**src/hw/tmon_pkg.sv**
```systemverilog
// Shared constants and types of the temperature monitor and its host end
package tmon_pkg;
   // ======================================================================
   // Device register addresses
   localparam logic [7:0] A_LOCAL   = 8'h00;
   localparam logic [7:0] A_RHI     = 8'h01;
   localparam logic [7:0] A_CFG_RD  = 8'h03;
   localparam logic [7:0] A_RATE_RD = 8'h04;
   localparam logic [7:0] A_CFG_WR  = 8'h09;
   localparam logic [7:0] A_RATE_WR = 8'h0A;
   localparam logic [7:0] A_RLO     = 8'h10;
   // ======================================================================
   // Reset values and fields
   localparam logic [7:0] PTR_RST      = 8'h00;
   localparam logic [7:0] RES_RST      = 8'h00;
   localparam logic [7:0] CFG_RST      = 8'h00;
   localparam logic [3:0] RATE_RST     = 4'h8;
   localparam logic [7:0] CFG_WR_MASK  = 8'hE4;
   localparam int         CFG_MASK_BIT = 7;
   localparam int         CFG_STBY_BIT = 6;
   localparam int         CFG_PIN_BIT  = 5;
   localparam int         CFG_EXT_BIT  = 2;
   localparam logic [7:0] RATE_MAX     = 8'h0A;
   localparam logic [3:0] RATE_NOAVG   = 4'h8;
   localparam logic [3:0] RATE_TOP     = 4'hA;
   localparam logic [4:0] AVG_LAST     = 5'h0F;
   localparam int         AVG_SHIFT    = 4;
   // ======================================================================
   // Encoding limits, whole degrees kept in 15-bit signed words
   localparam logic signed [14:0] ENC_OFS  = 15'sh0040;
   localparam logic signed [14:0] ENC_BMAX = 15'sh007F;
   localparam logic signed [14:0] ENC_EMAX = 15'sh00FF;
   // ======================================================================
   // Timing
   localparam int CLK_HZ        = 40_000_000;
   localparam int CLK_PERIOD_NS = 25;
   localparam int T_SLOWEST_S   = 16;
   localparam int CODE_FASTEST  = 10;
   // Product first: dividing first would lose the fraction of a cycle
   localparam int BASE_CYC      = (T_SLOWEST_S * CLK_HZ) / (2 ** CODE_FASTEST);
   localparam int T_LINK_NS     = 200;
   localparam int LINK_HALF_CYC = T_LINK_NS / 2 / CLK_PERIOD_NS;
   // ======================================================================
   // Link frame
   localparam logic [4:0] FRM_PTR_BITS = 5'h09;
   localparam logic [4:0] FRM_WR_BITS  = 5'h11;
   // ======================================================================
   // Host registers reached over AHB-Lite
   localparam logic [7:0] H_CMD       = 8'h00;
   localparam logic [7:0] H_STAT      = 8'h04;
   localparam int         CMD_DAT_LSB = 8;
   localparam int         CMD_HAS_BIT = 16;
   localparam int         CMD_RW_BIT  = 17;
   localparam int         ST_BUSY_BIT = 0;
   localparam int         ST_RD_LSB   = 8;

   typedef enum logic {TMON_CV_WAIT, TMON_CV_RUN} tmon_cv_t;
   typedef enum logic [1:0] {TMON_H_IDLE, TMON_H_LOW, TMON_H_HIGH,
                             TMON_H_END} tmon_hst_t;
endpackage

```
**src/hw/tmon_link_if.sv**
```systemverilog
// Serial link between the monitor and its host end
`timescale 1ns/1ps
interface tmon_link_if;
   logic sclk;
   logic sel_n;
   logic mosi;
   logic miso;
   modport dev  (input sclk, input sel_n, input mosi, output miso);
   modport host (output sclk, output sel_n, output mosi, input miso);
endinterface

```
**src/hw/tmon_dev.sv**
```systemverilog
// Temperature monitor register, conversion and pin logic
// Function
// - Config bit 2 selects extended range
// - New range valid from next cycle
// - Remote short keeps last good result
// - Default range plain binary, clamp 0..127
// - Extended range codes temperature plus 64
// - Range switch leaves limits; host reprograms
// - First write byte is pointer, then data
// - Pointer resets to zero, local read
// - Result registers written only by converter
// - Config read 0x03, write 0x09, reset 0
// - Host writes zeros to reserved config bits
// - Bit 7 masks interrupt function only
// - Bit 6 standby stops conversions, bus alive
// - Pins stay live and update in standby
// - Bit 5 selects shared pin function
// - Rate read 0x04, write 0x0A, reset 8
// - Rate code halves interval, codes above 10 reserved
// - Host writes zeros to rate upper nibble
// - Each interval starts one two-channel conversion
// - Low byte read locks high byte
// - Slow rates average sixteen samples
//
// Register access over AHB-Lite is this design's own decision.
`timescale 1ns/1ps
module tmon_dev
   import tmon_pkg::*;
#(
   parameter int P_BASE_CYC = BASE_CYC
)(
   input  wire logic               I_CLOCK,
   input  wire logic               I_SYS_RST,
   input  wire logic               I_CLK_EN,
   input  wire logic signed [8:0]  I_LOCAL_TEMP,
   input  wire logic signed [10:0] I_REMOTE_TEMP,
   input  wire logic               I_REMOTE_SHORT,
   input  wire logic               I_ALERT_COND,
   input  wire logic               I_OVERTEMP_COND,
   input  wire logic               I_OVERTEMP2_COND,
   output logic                    O_OVERTEMP_N,
   output logic                    O_SHARED_PIN_N,
   output logic                    O_CONVERTING,
   tmon_link_if.dev                link
);

   // ======================================================================
   // State
   typedef struct packed {
      logic [2:0]         s1;
      logic [2:0]         s2;
      logic               sclk_d;
      logic [4:0]         bits;
      logic [7:0]         sh;
      logic [7:0]         tx;
      logic               rw;
      logic               miso;
      logic [7:0]         ptr;
      logic [7:0]         cfg;
      logic [3:0]         rate;
      logic [7:0]         loc;
      logic [7:0]         rhi;
      logic [7:0]         rlo;
      logic               hi_lock;
      tmon_cv_t           cv;
      logic [31:0]        ivl;
      logic [4:0]         nsmp;
      logic signed [18:0] acc_l;
      logic signed [18:0] acc_r;
      logic               short_seen;
      logic               ot_n;
      logic               sh_n;
   } tmon_dev_st_t;

   tmon_dev_st_t q_ff;
   tmon_dev_st_t nxt_q;

   // ======================================================================
   // Helpers
   function automatic logic [15:0] enc(input logic signed [14:0] qd,
                                       input logic ext);
      logic signed [14:0] ip;
      logic signed [14:0] top;
      ip  = qd >>> 2;
      top = ext ? ENC_EMAX : ENC_BMAX;
      if (ext)
      begin
         ip = ip + ENC_OFS;
      end
      if (ip < 0)
      begin
         enc = 16'h0000;
      end
      else if (ip > top)
      begin
         enc = {top[7:0], 8'hC0};
      end
      else
      begin
         enc = {ip[7:0], qd[1:0], 6'h00};
      end
   endfunction

   function automatic logic [7:0] rd_reg(input tmon_dev_st_t s);
      if (s.ptr == A_LOCAL)
         rd_reg = s.loc;
      else if (s.ptr == A_RHI)
         rd_reg = s.rhi;
      else if (s.ptr == A_RLO)
         rd_reg = s.rlo;
      else if (s.ptr == A_CFG_RD)
         rd_reg = s.cfg & CFG_WR_MASK;
      else if (s.ptr == A_RATE_RD)
         rd_reg = {4'h0, s.rate};
      else
         rd_reg = 8'h00;
   endfunction

   // ======================================================================
   // Next state
   logic               sclk;
   logic               seln;
   logic               mosi;
   logic               rise;
   logic               fall;
   logic [7:0]         din;
   logic               ext;
   logic signed [18:0] sum_l;
   logic signed [18:0] sum_r;
   logic signed [18:0] avg_l;
   logic signed [18:0] avg_r;
   logic [15:0]        e_l;
   logic [15:0]        e_r;

   always_comb
   begin
      nxt_q  = q_ff;
      sclk   = q_ff.s2[2];
      seln   = q_ff.s2[1];
      mosi   = q_ff.s2[0];
      rise   = sclk & ~q_ff.sclk_d;
      fall   = ~sclk & q_ff.sclk_d;
      din    = {q_ff.sh[6:0], mosi};
      ext    = q_ff.cfg[CFG_EXT_BIT];
      sum_l  = q_ff.acc_l + 19'(signed'({I_LOCAL_TEMP, 2'b00}));
      sum_r  = q_ff.acc_r + 19'(I_REMOTE_TEMP);
      avg_l  = (q_ff.rate < RATE_NOAVG) ? (sum_l >>> AVG_SHIFT) : sum_l;
      avg_r  = (q_ff.rate < RATE_NOAVG) ? (sum_r >>> AVG_SHIFT) : sum_r;
      e_l    = enc(avg_l[14:0], ext);
      e_r    = enc(avg_r[14:0], ext);
      nxt_q.s1     = {link.sclk, link.sel_n, link.mosi};
      nxt_q.s2     = q_ff.s1;
      nxt_q.sclk_d = sclk;

      // Link receive and transmit; bus stays alive in standby
      if (seln)
      begin
         nxt_q.bits = 5'h00;
         nxt_q.miso = 1'b0;
      end
      else if (rise)
      begin
         nxt_q.sh   = din;
         nxt_q.bits = q_ff.bits + 5'h01;
         if (q_ff.bits == 5'h00)
         begin
            nxt_q.rw = mosi;
            if (mosi)
            begin
               nxt_q.tx = rd_reg(q_ff);
               if (q_ff.ptr == A_RLO)
                  nxt_q.hi_lock = 1'b1;
               else if (q_ff.ptr == A_RHI)
                  nxt_q.hi_lock = 1'b0;
            end
         end
         else if (!q_ff.rw && q_ff.bits == FRM_PTR_BITS - 5'h01)
         begin
            nxt_q.ptr = din;
         end
         else if (!q_ff.rw && q_ff.bits == FRM_WR_BITS - 5'h01)
         begin
            // Result addresses are not decoded, so writes miss them
            if (q_ff.ptr == A_CFG_WR)
               nxt_q.cfg = din & CFG_WR_MASK;
            else if (q_ff.ptr == A_RATE_WR && din <= RATE_MAX)
               nxt_q.rate = din[3:0];
         end
      end
      else if (fall && q_ff.rw && q_ff.bits != 5'h00 &&
               q_ff.bits < FRM_PTR_BITS)
      begin
         nxt_q.miso = q_ff.tx[7];
         nxt_q.tx   = {q_ff.tx[6:0], 1'b0};
      end

      // Conversion timing
      if (q_ff.cfg[CFG_STBY_BIT])
      begin
         nxt_q.ivl = 32'h0;
      end
      else if (q_ff.ivl != 32'h0)
      begin
         nxt_q.ivl = q_ff.ivl - 32'h1;
      end
      case (q_ff.cv)
         TMON_CV_WAIT:
         begin
            if (!q_ff.cfg[CFG_STBY_BIT] && q_ff.ivl == 32'h0)
            begin
               nxt_q.cv         = TMON_CV_RUN;
               nxt_q.ivl        = (32'(P_BASE_CYC) <<
                                   (RATE_TOP - q_ff.rate)) - 32'h1;
               nxt_q.nsmp       = 5'h00;
               nxt_q.acc_l      = '0;
               nxt_q.acc_r      = '0;
               nxt_q.short_seen = 1'b0;
            end
         end
         TMON_CV_RUN:
         begin
            nxt_q.acc_l      = sum_l;
            nxt_q.acc_r      = sum_r;
            nxt_q.nsmp       = q_ff.nsmp + 5'h01;
            nxt_q.short_seen = q_ff.short_seen | I_REMOTE_SHORT;
            // Fast rates take one sample, slow ones sixteen
            if (q_ff.rate >= RATE_NOAVG || q_ff.nsmp == AVG_LAST)
            begin
               nxt_q.cv  = TMON_CV_WAIT;
               nxt_q.loc = e_l[15:8];
               if (!q_ff.short_seen && !I_REMOTE_SHORT)
               begin
                  nxt_q.rlo = e_r[7:0];
                  if (!q_ff.hi_lock)
                     nxt_q.rhi = e_r[15:8];
               end
            end
         end
         default:
            nxt_q.cv = TMON_CV_WAIT;
      endcase

      // Pins follow conditions in every mode
      nxt_q.ot_n = ~I_OVERTEMP_COND;
      if (q_ff.cfg[CFG_PIN_BIT])
         nxt_q.sh_n = ~I_OVERTEMP2_COND;
      else
         nxt_q.sh_n = ~(I_ALERT_COND & ~q_ff.cfg[CFG_MASK_BIT]);
   end

   // ======================================================================
   // Registers
   always_ff @(posedge I_CLOCK)
   begin
      if (I_SYS_RST)
      begin
         q_ff      <= '0;
         q_ff.s1   <= 3'h2;
         q_ff.s2   <= 3'h2;
         q_ff.ptr  <= PTR_RST;
         q_ff.cfg  <= CFG_RST;
         q_ff.rate <= RATE_RST;
         q_ff.loc  <= RES_RST;
         q_ff.rhi  <= RES_RST;
         q_ff.rlo  <= RES_RST;
         q_ff.cv   <= TMON_CV_WAIT;
         q_ff.ot_n <= 1'b1;
         q_ff.sh_n <= 1'b1;
      end
      else if (I_CLK_EN)
      begin
         q_ff <= nxt_q;
      end
   end

   assign link.miso      = q_ff.miso;
   assign O_OVERTEMP_N   = q_ff.ot_n;
   assign O_SHARED_PIN_N = q_ff.sh_n;
   assign O_CONVERTING   = (q_ff.cv == TMON_CV_RUN);
endmodule

```
**src/flat_wrapper.sv**
```systemverilog
// flat-port wrapper written by rule: the top's interface ports become plain ports
module tmon_dev_flat import tmon_pkg::*;
#(
   parameter int P_BASE_CYC = BASE_CYC
)
  (I_CLOCK, I_SYS_RST, I_CLK_EN, I_LOCAL_TEMP, I_REMOTE_TEMP, I_REMOTE_SHORT, I_ALERT_COND, I_OVERTEMP_COND, I_OVERTEMP2_COND, O_OVERTEMP_N, O_SHARED_PIN_N, O_CONVERTING, link_sclk, link_sel_n, link_mosi, link_miso);
  tmon_link_if link_i ();
  input  wire logic I_CLOCK;
  input  wire logic I_SYS_RST;
  input  wire logic I_CLK_EN;
  input  wire logic signed [8:0] I_LOCAL_TEMP;
  input  wire logic signed [10:0] I_REMOTE_TEMP;
  input  wire logic I_REMOTE_SHORT;
  input  wire logic I_ALERT_COND;
  input  wire logic I_OVERTEMP_COND;
  input  wire logic I_OVERTEMP2_COND;
  output logic O_OVERTEMP_N;
  output logic O_SHARED_PIN_N;
  output logic O_CONVERTING;
  input wire logic [$bits(link_i.sclk)-1:0] link_sclk;
  input wire logic [$bits(link_i.sel_n)-1:0] link_sel_n;
  input wire logic [$bits(link_i.mosi)-1:0] link_mosi;
  output wire logic [$bits(link_i.miso)-1:0] link_miso;
  assign link_i.sclk = link_sclk;
  assign link_i.sel_n = link_sel_n;
  assign link_i.mosi = link_mosi;
  assign link_miso = link_i.miso;
  tmon_dev #(.P_BASE_CYC(P_BASE_CYC)) u_core (.I_CLOCK(I_CLOCK), .I_SYS_RST(I_SYS_RST), .I_CLK_EN(I_CLK_EN), .I_LOCAL_TEMP(I_LOCAL_TEMP), .I_REMOTE_TEMP(I_REMOTE_TEMP), .I_REMOTE_SHORT(I_REMOTE_SHORT), .I_ALERT_COND(I_ALERT_COND), .I_OVERTEMP_COND(I_OVERTEMP_COND), .I_OVERTEMP2_COND(I_OVERTEMP2_COND), .O_OVERTEMP_N(O_OVERTEMP_N), .O_SHARED_PIN_N(O_SHARED_PIN_N), .O_CONVERTING(O_CONVERTING), .link(link_i));
endmodule
```
**config.mk**
```make
export PLATFORM = sky130hd
export DESIGN_NAME = tmon_dev_flat
export DESIGN_NICKNAME = d
export VERILOG_FILES = /design/src/hw/tmon_pkg.sv /design/src/hw/tmon_link_if.sv /design/src/hw/tmon_dev.sv /design/src/flat_wrapper.sv
export SDC_FILE = /design/constraint.sdc
export NUM_CORES = 1
export LEC_CHECK = 0
export ABC_CLOCK_PERIOD_IN_PS = 8180
export BUFFER_PORTS_ARGS = -buffer_cell sky130_fd_sc_hd__buf_4
export CELL_PAD_IN_SITES_DETAIL_PLACEMENT = 0
export CELL_PAD_IN_SITES_GLOBAL_PLACEMENT = 1
export CORE_MARGIN = 3
export CORE_UTILIZATION = 51
export CTS_CLUSTER_DIAMETER = 30
export DETAILED_ROUTE_END_ITERATION = 10
export PLACE_DENSITY_LB_ADDON = 0.1
export SLEW_MARGIN = 30
export SYNTH_ARGS = -nofsm -noshare
export SYNTH_HDL_FRONTEND = slang
export SYNTH_SLANG_ARGS = --single-unit
```
**constraint.sdc**
```tcl
create_clock -name I_CLOCK -period 8.18 [get_ports I_CLOCK]
set_clock_uncertainty 0.2 [all_clocks]
set_input_delay 0.409 -clock I_CLOCK [delete_from_list [all_inputs] [get_ports I_CLOCK]]
set_output_delay 0.409 -clock I_CLOCK [all_outputs]
set_load 0.01 [all_outputs]
```
==> summary.txt <==
Floorplanning
  – Chip height: 144.8 um
  – Core ar.: approximately 19,000 um2
  – Row cnt: 50
  – Initial Util: 0.5218
  – Die Area: 20,970 um2
  – Die X: 144.8 um
  – Boundary Pins: 34

STA
  – Crit path time final: 4.079 ns
  – Slew headroom: 0.3496
  – Worst-margin pin slew: approximately 1 ns
  – Final worst slack: 4.101 ns
  – Final Max Slew Viols: 0
  – Unrepaired setup endpoints after global routing: no
  – Setup TNS: 0 ns
  – Tcrit/Tclk final: 0.4987
  – Fin. Hold Viols: 0
  – FMAX: about 250 MHz
  – Setup-failing EPs final: 0

Placement
  – Port bufs: 33
  – Pre-CTS setup slack: 4.023 ns
  – Post-Place Cells: about 1,500
  – Detailed placer's ending HPWL: 18.73 mm
  – Placer Congestion: between 0.8 and 0.9

Yosys
  – Seq/Total Area, Yosys: 0.2873
  – Post-synth top area cell: dfxtp_1
  – Cell variety after synth: 86
  – Area contributors post-synth: dfxtp_1 (29%), nor2_1 (7.9%), ha_1 (6.1%), a21oi_1 (5.8%), nand2_1 (5.0%)
  – Cell Area, Synth: 9826 um2
  – Synth Net Count: 1,399
  – Number of synthesized flops with an enable pin: 0
  – Synth Flop Type: dfxtp_1
  – Ys async rst share: 0
  – Area share of the leading cell type in the synthesized netlist: 0.2873
  – Synthesis warning total: 0
  – Mapped Cells: 1,319
  – Seq cells post-synth: 141
  – Avg Synthesized Cell Area: around 7.4 um2

Final layout
  – Share of post-route cells with drive strength above 1: 0.08333
  – Area grow syn2layout: 9.780%
  – Finished Layout Cells: 1,580
  – Fin util: 0.5728
  – Final Net Count: 1,387
  – Antenna Cells: 0

Worst setup path
  – Reg2Reg Depth: 13
  – Worst R2R End: u_core.q_ff[94]
  – Critical path launch point type: flop
  – Flop2flop setup slack: 4.10 ns
  – Worst Path Max Fanout: 10
  – R2R Path Start: u_core.q_ff[3]
  – WS Path Type: flop to flop
  – Crit end category: flop
  – Crit-path cells: ha_1 -> inv_1 -> fa_1 -> nand2b_1 -> a21o_1 -> a211o_1 -> a211oi_2 -> a311o_2 -> and2_1 -> nand3_1 -> or4_4 -> a311oi_4 -> a311oi_1
  – Critical Path Max Stage Delay: between 0.5 and 0.6 ns
  – Data required, critical path: about 8.2 ns
  – Arrival @ worst endpoint: 4.14 ns
  – CP max stage cell: or4_4

Run status
  – Status: complete, no violations

Global route
  – Vias in the first global route: 8,799
  – First-pass GRT wire length: 44.73 mm
  – Gr ovfl total: 0
  – Total GRT Usage: 0.2601
  – Pin count of the biggest net entering global routing: between 70 and 80
  – Initial antenna violation count: 0

CTS
  – # clock sinks: 141
  – Cts bufs inserted: 17
  – CTS tree: done
  – Cts hold-fix bufs: 1
  – Root Buffer: clkbuf_16
  – CTS H-tree lvls: 4
  – Worst-path clk slew: 0.07 ns
  – Post-CTS Setup Repair Bufs: 0
  – Clock Latency Late Sink: 0.44 ns
  – Clock buffer depth: 2
  – Post-CTS Resized: 0

Hold path
  – HP Start: link_sclk
  – Hold worst-path end: u_core.nxt_q[150]
  – Hold Path Stages: 3
  – Worst min path class: input port to flop

Route
  – Routed WL per cell: 17.17 um
  – Pre-Repair DR Iteration Count: 6
  – Post-route ant nets: 0
  – Total vias in the final route: 9,629
  – DRT iter0 DRCs: 732
  – Residual DRC: 0
  – Drt via density: around 6.1
  – Routed Wire Length: approximately 27 mm

Power and ir drop
  – Largest vdd supply drop: 0.1445 mV
  – Lkg Pwr: 4.205 nW
  – Overall power: 2.814 mW
  – Cell area power density: 260.9 nW/um2

Job
  – Max-cap viol count: 0
[report_power, final]
group          leakage (nW)  total, mW  switching [mW]  internal, mW
Sequential             1.14      0.861          0.0876         0.773
Clock                 0.289      0.796           0.361         0.435
Combinational          2.78       1.16           0.726         0.432
Total                  4.20       2.81            1.17          1.64
[kinds of logic (layout without fill, tap and decap cells)]
| kind of cell | Yosys count | count (layout) | share of synthesized area |
|---|---|---|---|
| adder cells (fa/ha/maj) | 50 | 50 | 0.06520 |
| AO/OA/AOI/OAI | 424 | 424 | 0.2894 |
| XOR/XNOR | 34 | 34 | 0.03031 |
| multiplexers | 29 | 29 | 0.03082 |
| AND/OR/NAND/NOR | 540 | 540 | 0.2572 |
| buffers and inverters | 101 | 102 | 0.03973 |
| flip-flops | 141 | 141 | 0.2873 |
[final cells by class]
cell class	count	area, um2
flip-flops and latches	141	2824
clock inverters	15	167.7
clock buffers	17	425.4
well taps	260	325.3
multi-input cells	1077	6616
fillers	1847	8044
inverters	26	97.59
repair buffers	44	330.3
[per-stage QoR]
| step | area [um2] | hold WS [ns] |
|---|---|---|
| 4_1_cts | 10790 | 0.01198 |
| 3_5_place_dp | 10180 | 0.2542 |
| 6_report | 10790 | 0.01987 |
| 2_1_floorplan | 9826 | 0.2356 |
| 3_3_place_gp | 10180 | 0.2448 |
| 5_1_grt | 10790 | 0.03021 |
[routing by layer]
| metal | part of all wire | up-vias | wire (um) | global-route usage |
|---|---|---|---|---|
| met2 | 0.45 | 220 | 12170 | 0.4051 |
| li1 | - | 4853 | - | - |
| met1 | 0.49 | 4529 | 13280 | 0.3786 |
| met5 | 0 | - | 0 | 0 |
| met3 | 0.050 | 27 | 1343 | 0.04206 |
| met4 | 0.013 | 0 | 342 | 0.05842 |
[how the worst max path moves through the flow]
stage / startpoint / cells after the start / slack (ns) / end
after floorplan: I_REMOTE_TEMP[0] / 13 / 4.42 / u_core.q_ff[94]
after global placement: I_LOCAL_TEMP[0] / 15 / 4.05 / u_core.q_ff[103]
after detailed placement: I_REMOTE_TEMP[0] / 14 / 4.02 / u_core.q_ff[94]
after CTS: u_core.q_ff[24] / 14 / 4.10 / u_core.q_ff[103]
after global routing: u_core.q_ff[24] / 14 / 3.76 / u_core.q_ff[103]
final: u_core.q_ff[3] / 13 / 4.10 / u_core.q_ff[94]
[sequential cells by signal, summed over array words and instances (netlist names)]
name,count
u_core.din,8
u_core.link.miso,1
u_core.O_SHARED_PIN_N,1
u_core.ext,1
u_core.nxt_q,4
u_core.O_OVERTEMP_N,1
u_core.q_ff,124
u_core.O_CONVERTING,1
[critical path, delay by kind of cell (launching register included)]
family / cells / cell delay, ns
AOI/OAI and AO/OA: 6 / 1.68
adders and majority gates: 2 / 0.55
buffers and inverters: 1 / 0.05
DFF: 1 / 0.33
and+or+nand+nor: 4 / 1.09
[cell usage in the layout (no fill, tap or decap), types with 17 or more instances in the layout]
cell       instances
mux2i_1           24
o211ai_1          17
dfxtp_1          140
nand3_1           21
inv_1             25
a21oi_1          113
nor3_1            49
a22oi_1           50
clkbuf_16         17
nand2b_1          19
buf_4             42
nor2_1           206
o21ai_0           75
xnor2_1           20
ha_1              48
or3_1             18
a21o_1            20
a211oi_1          29
nand2_1          131
[cell usage after synthesis (all sizes together), types with 9 or more instances]
cell type,instances
and2,12
o22ai,16
a31oi,9
xor2,14
nor2,206
nand2,132
ha,48
a211oi,30
a21oi,115
and3,12
nor3,49
o211ai,17
o21ai,82
a22oi,50
nand3,21
a211o,11
a21o,20
dfxtp,141
nor4,15
or3,18
inv,25
nand2b,19
nor2b,11
o21a,9
clkbuf,67
mux2i,25
or2,9
xnor2,20
Note: power is estimated with default switching activity, not from simulation.
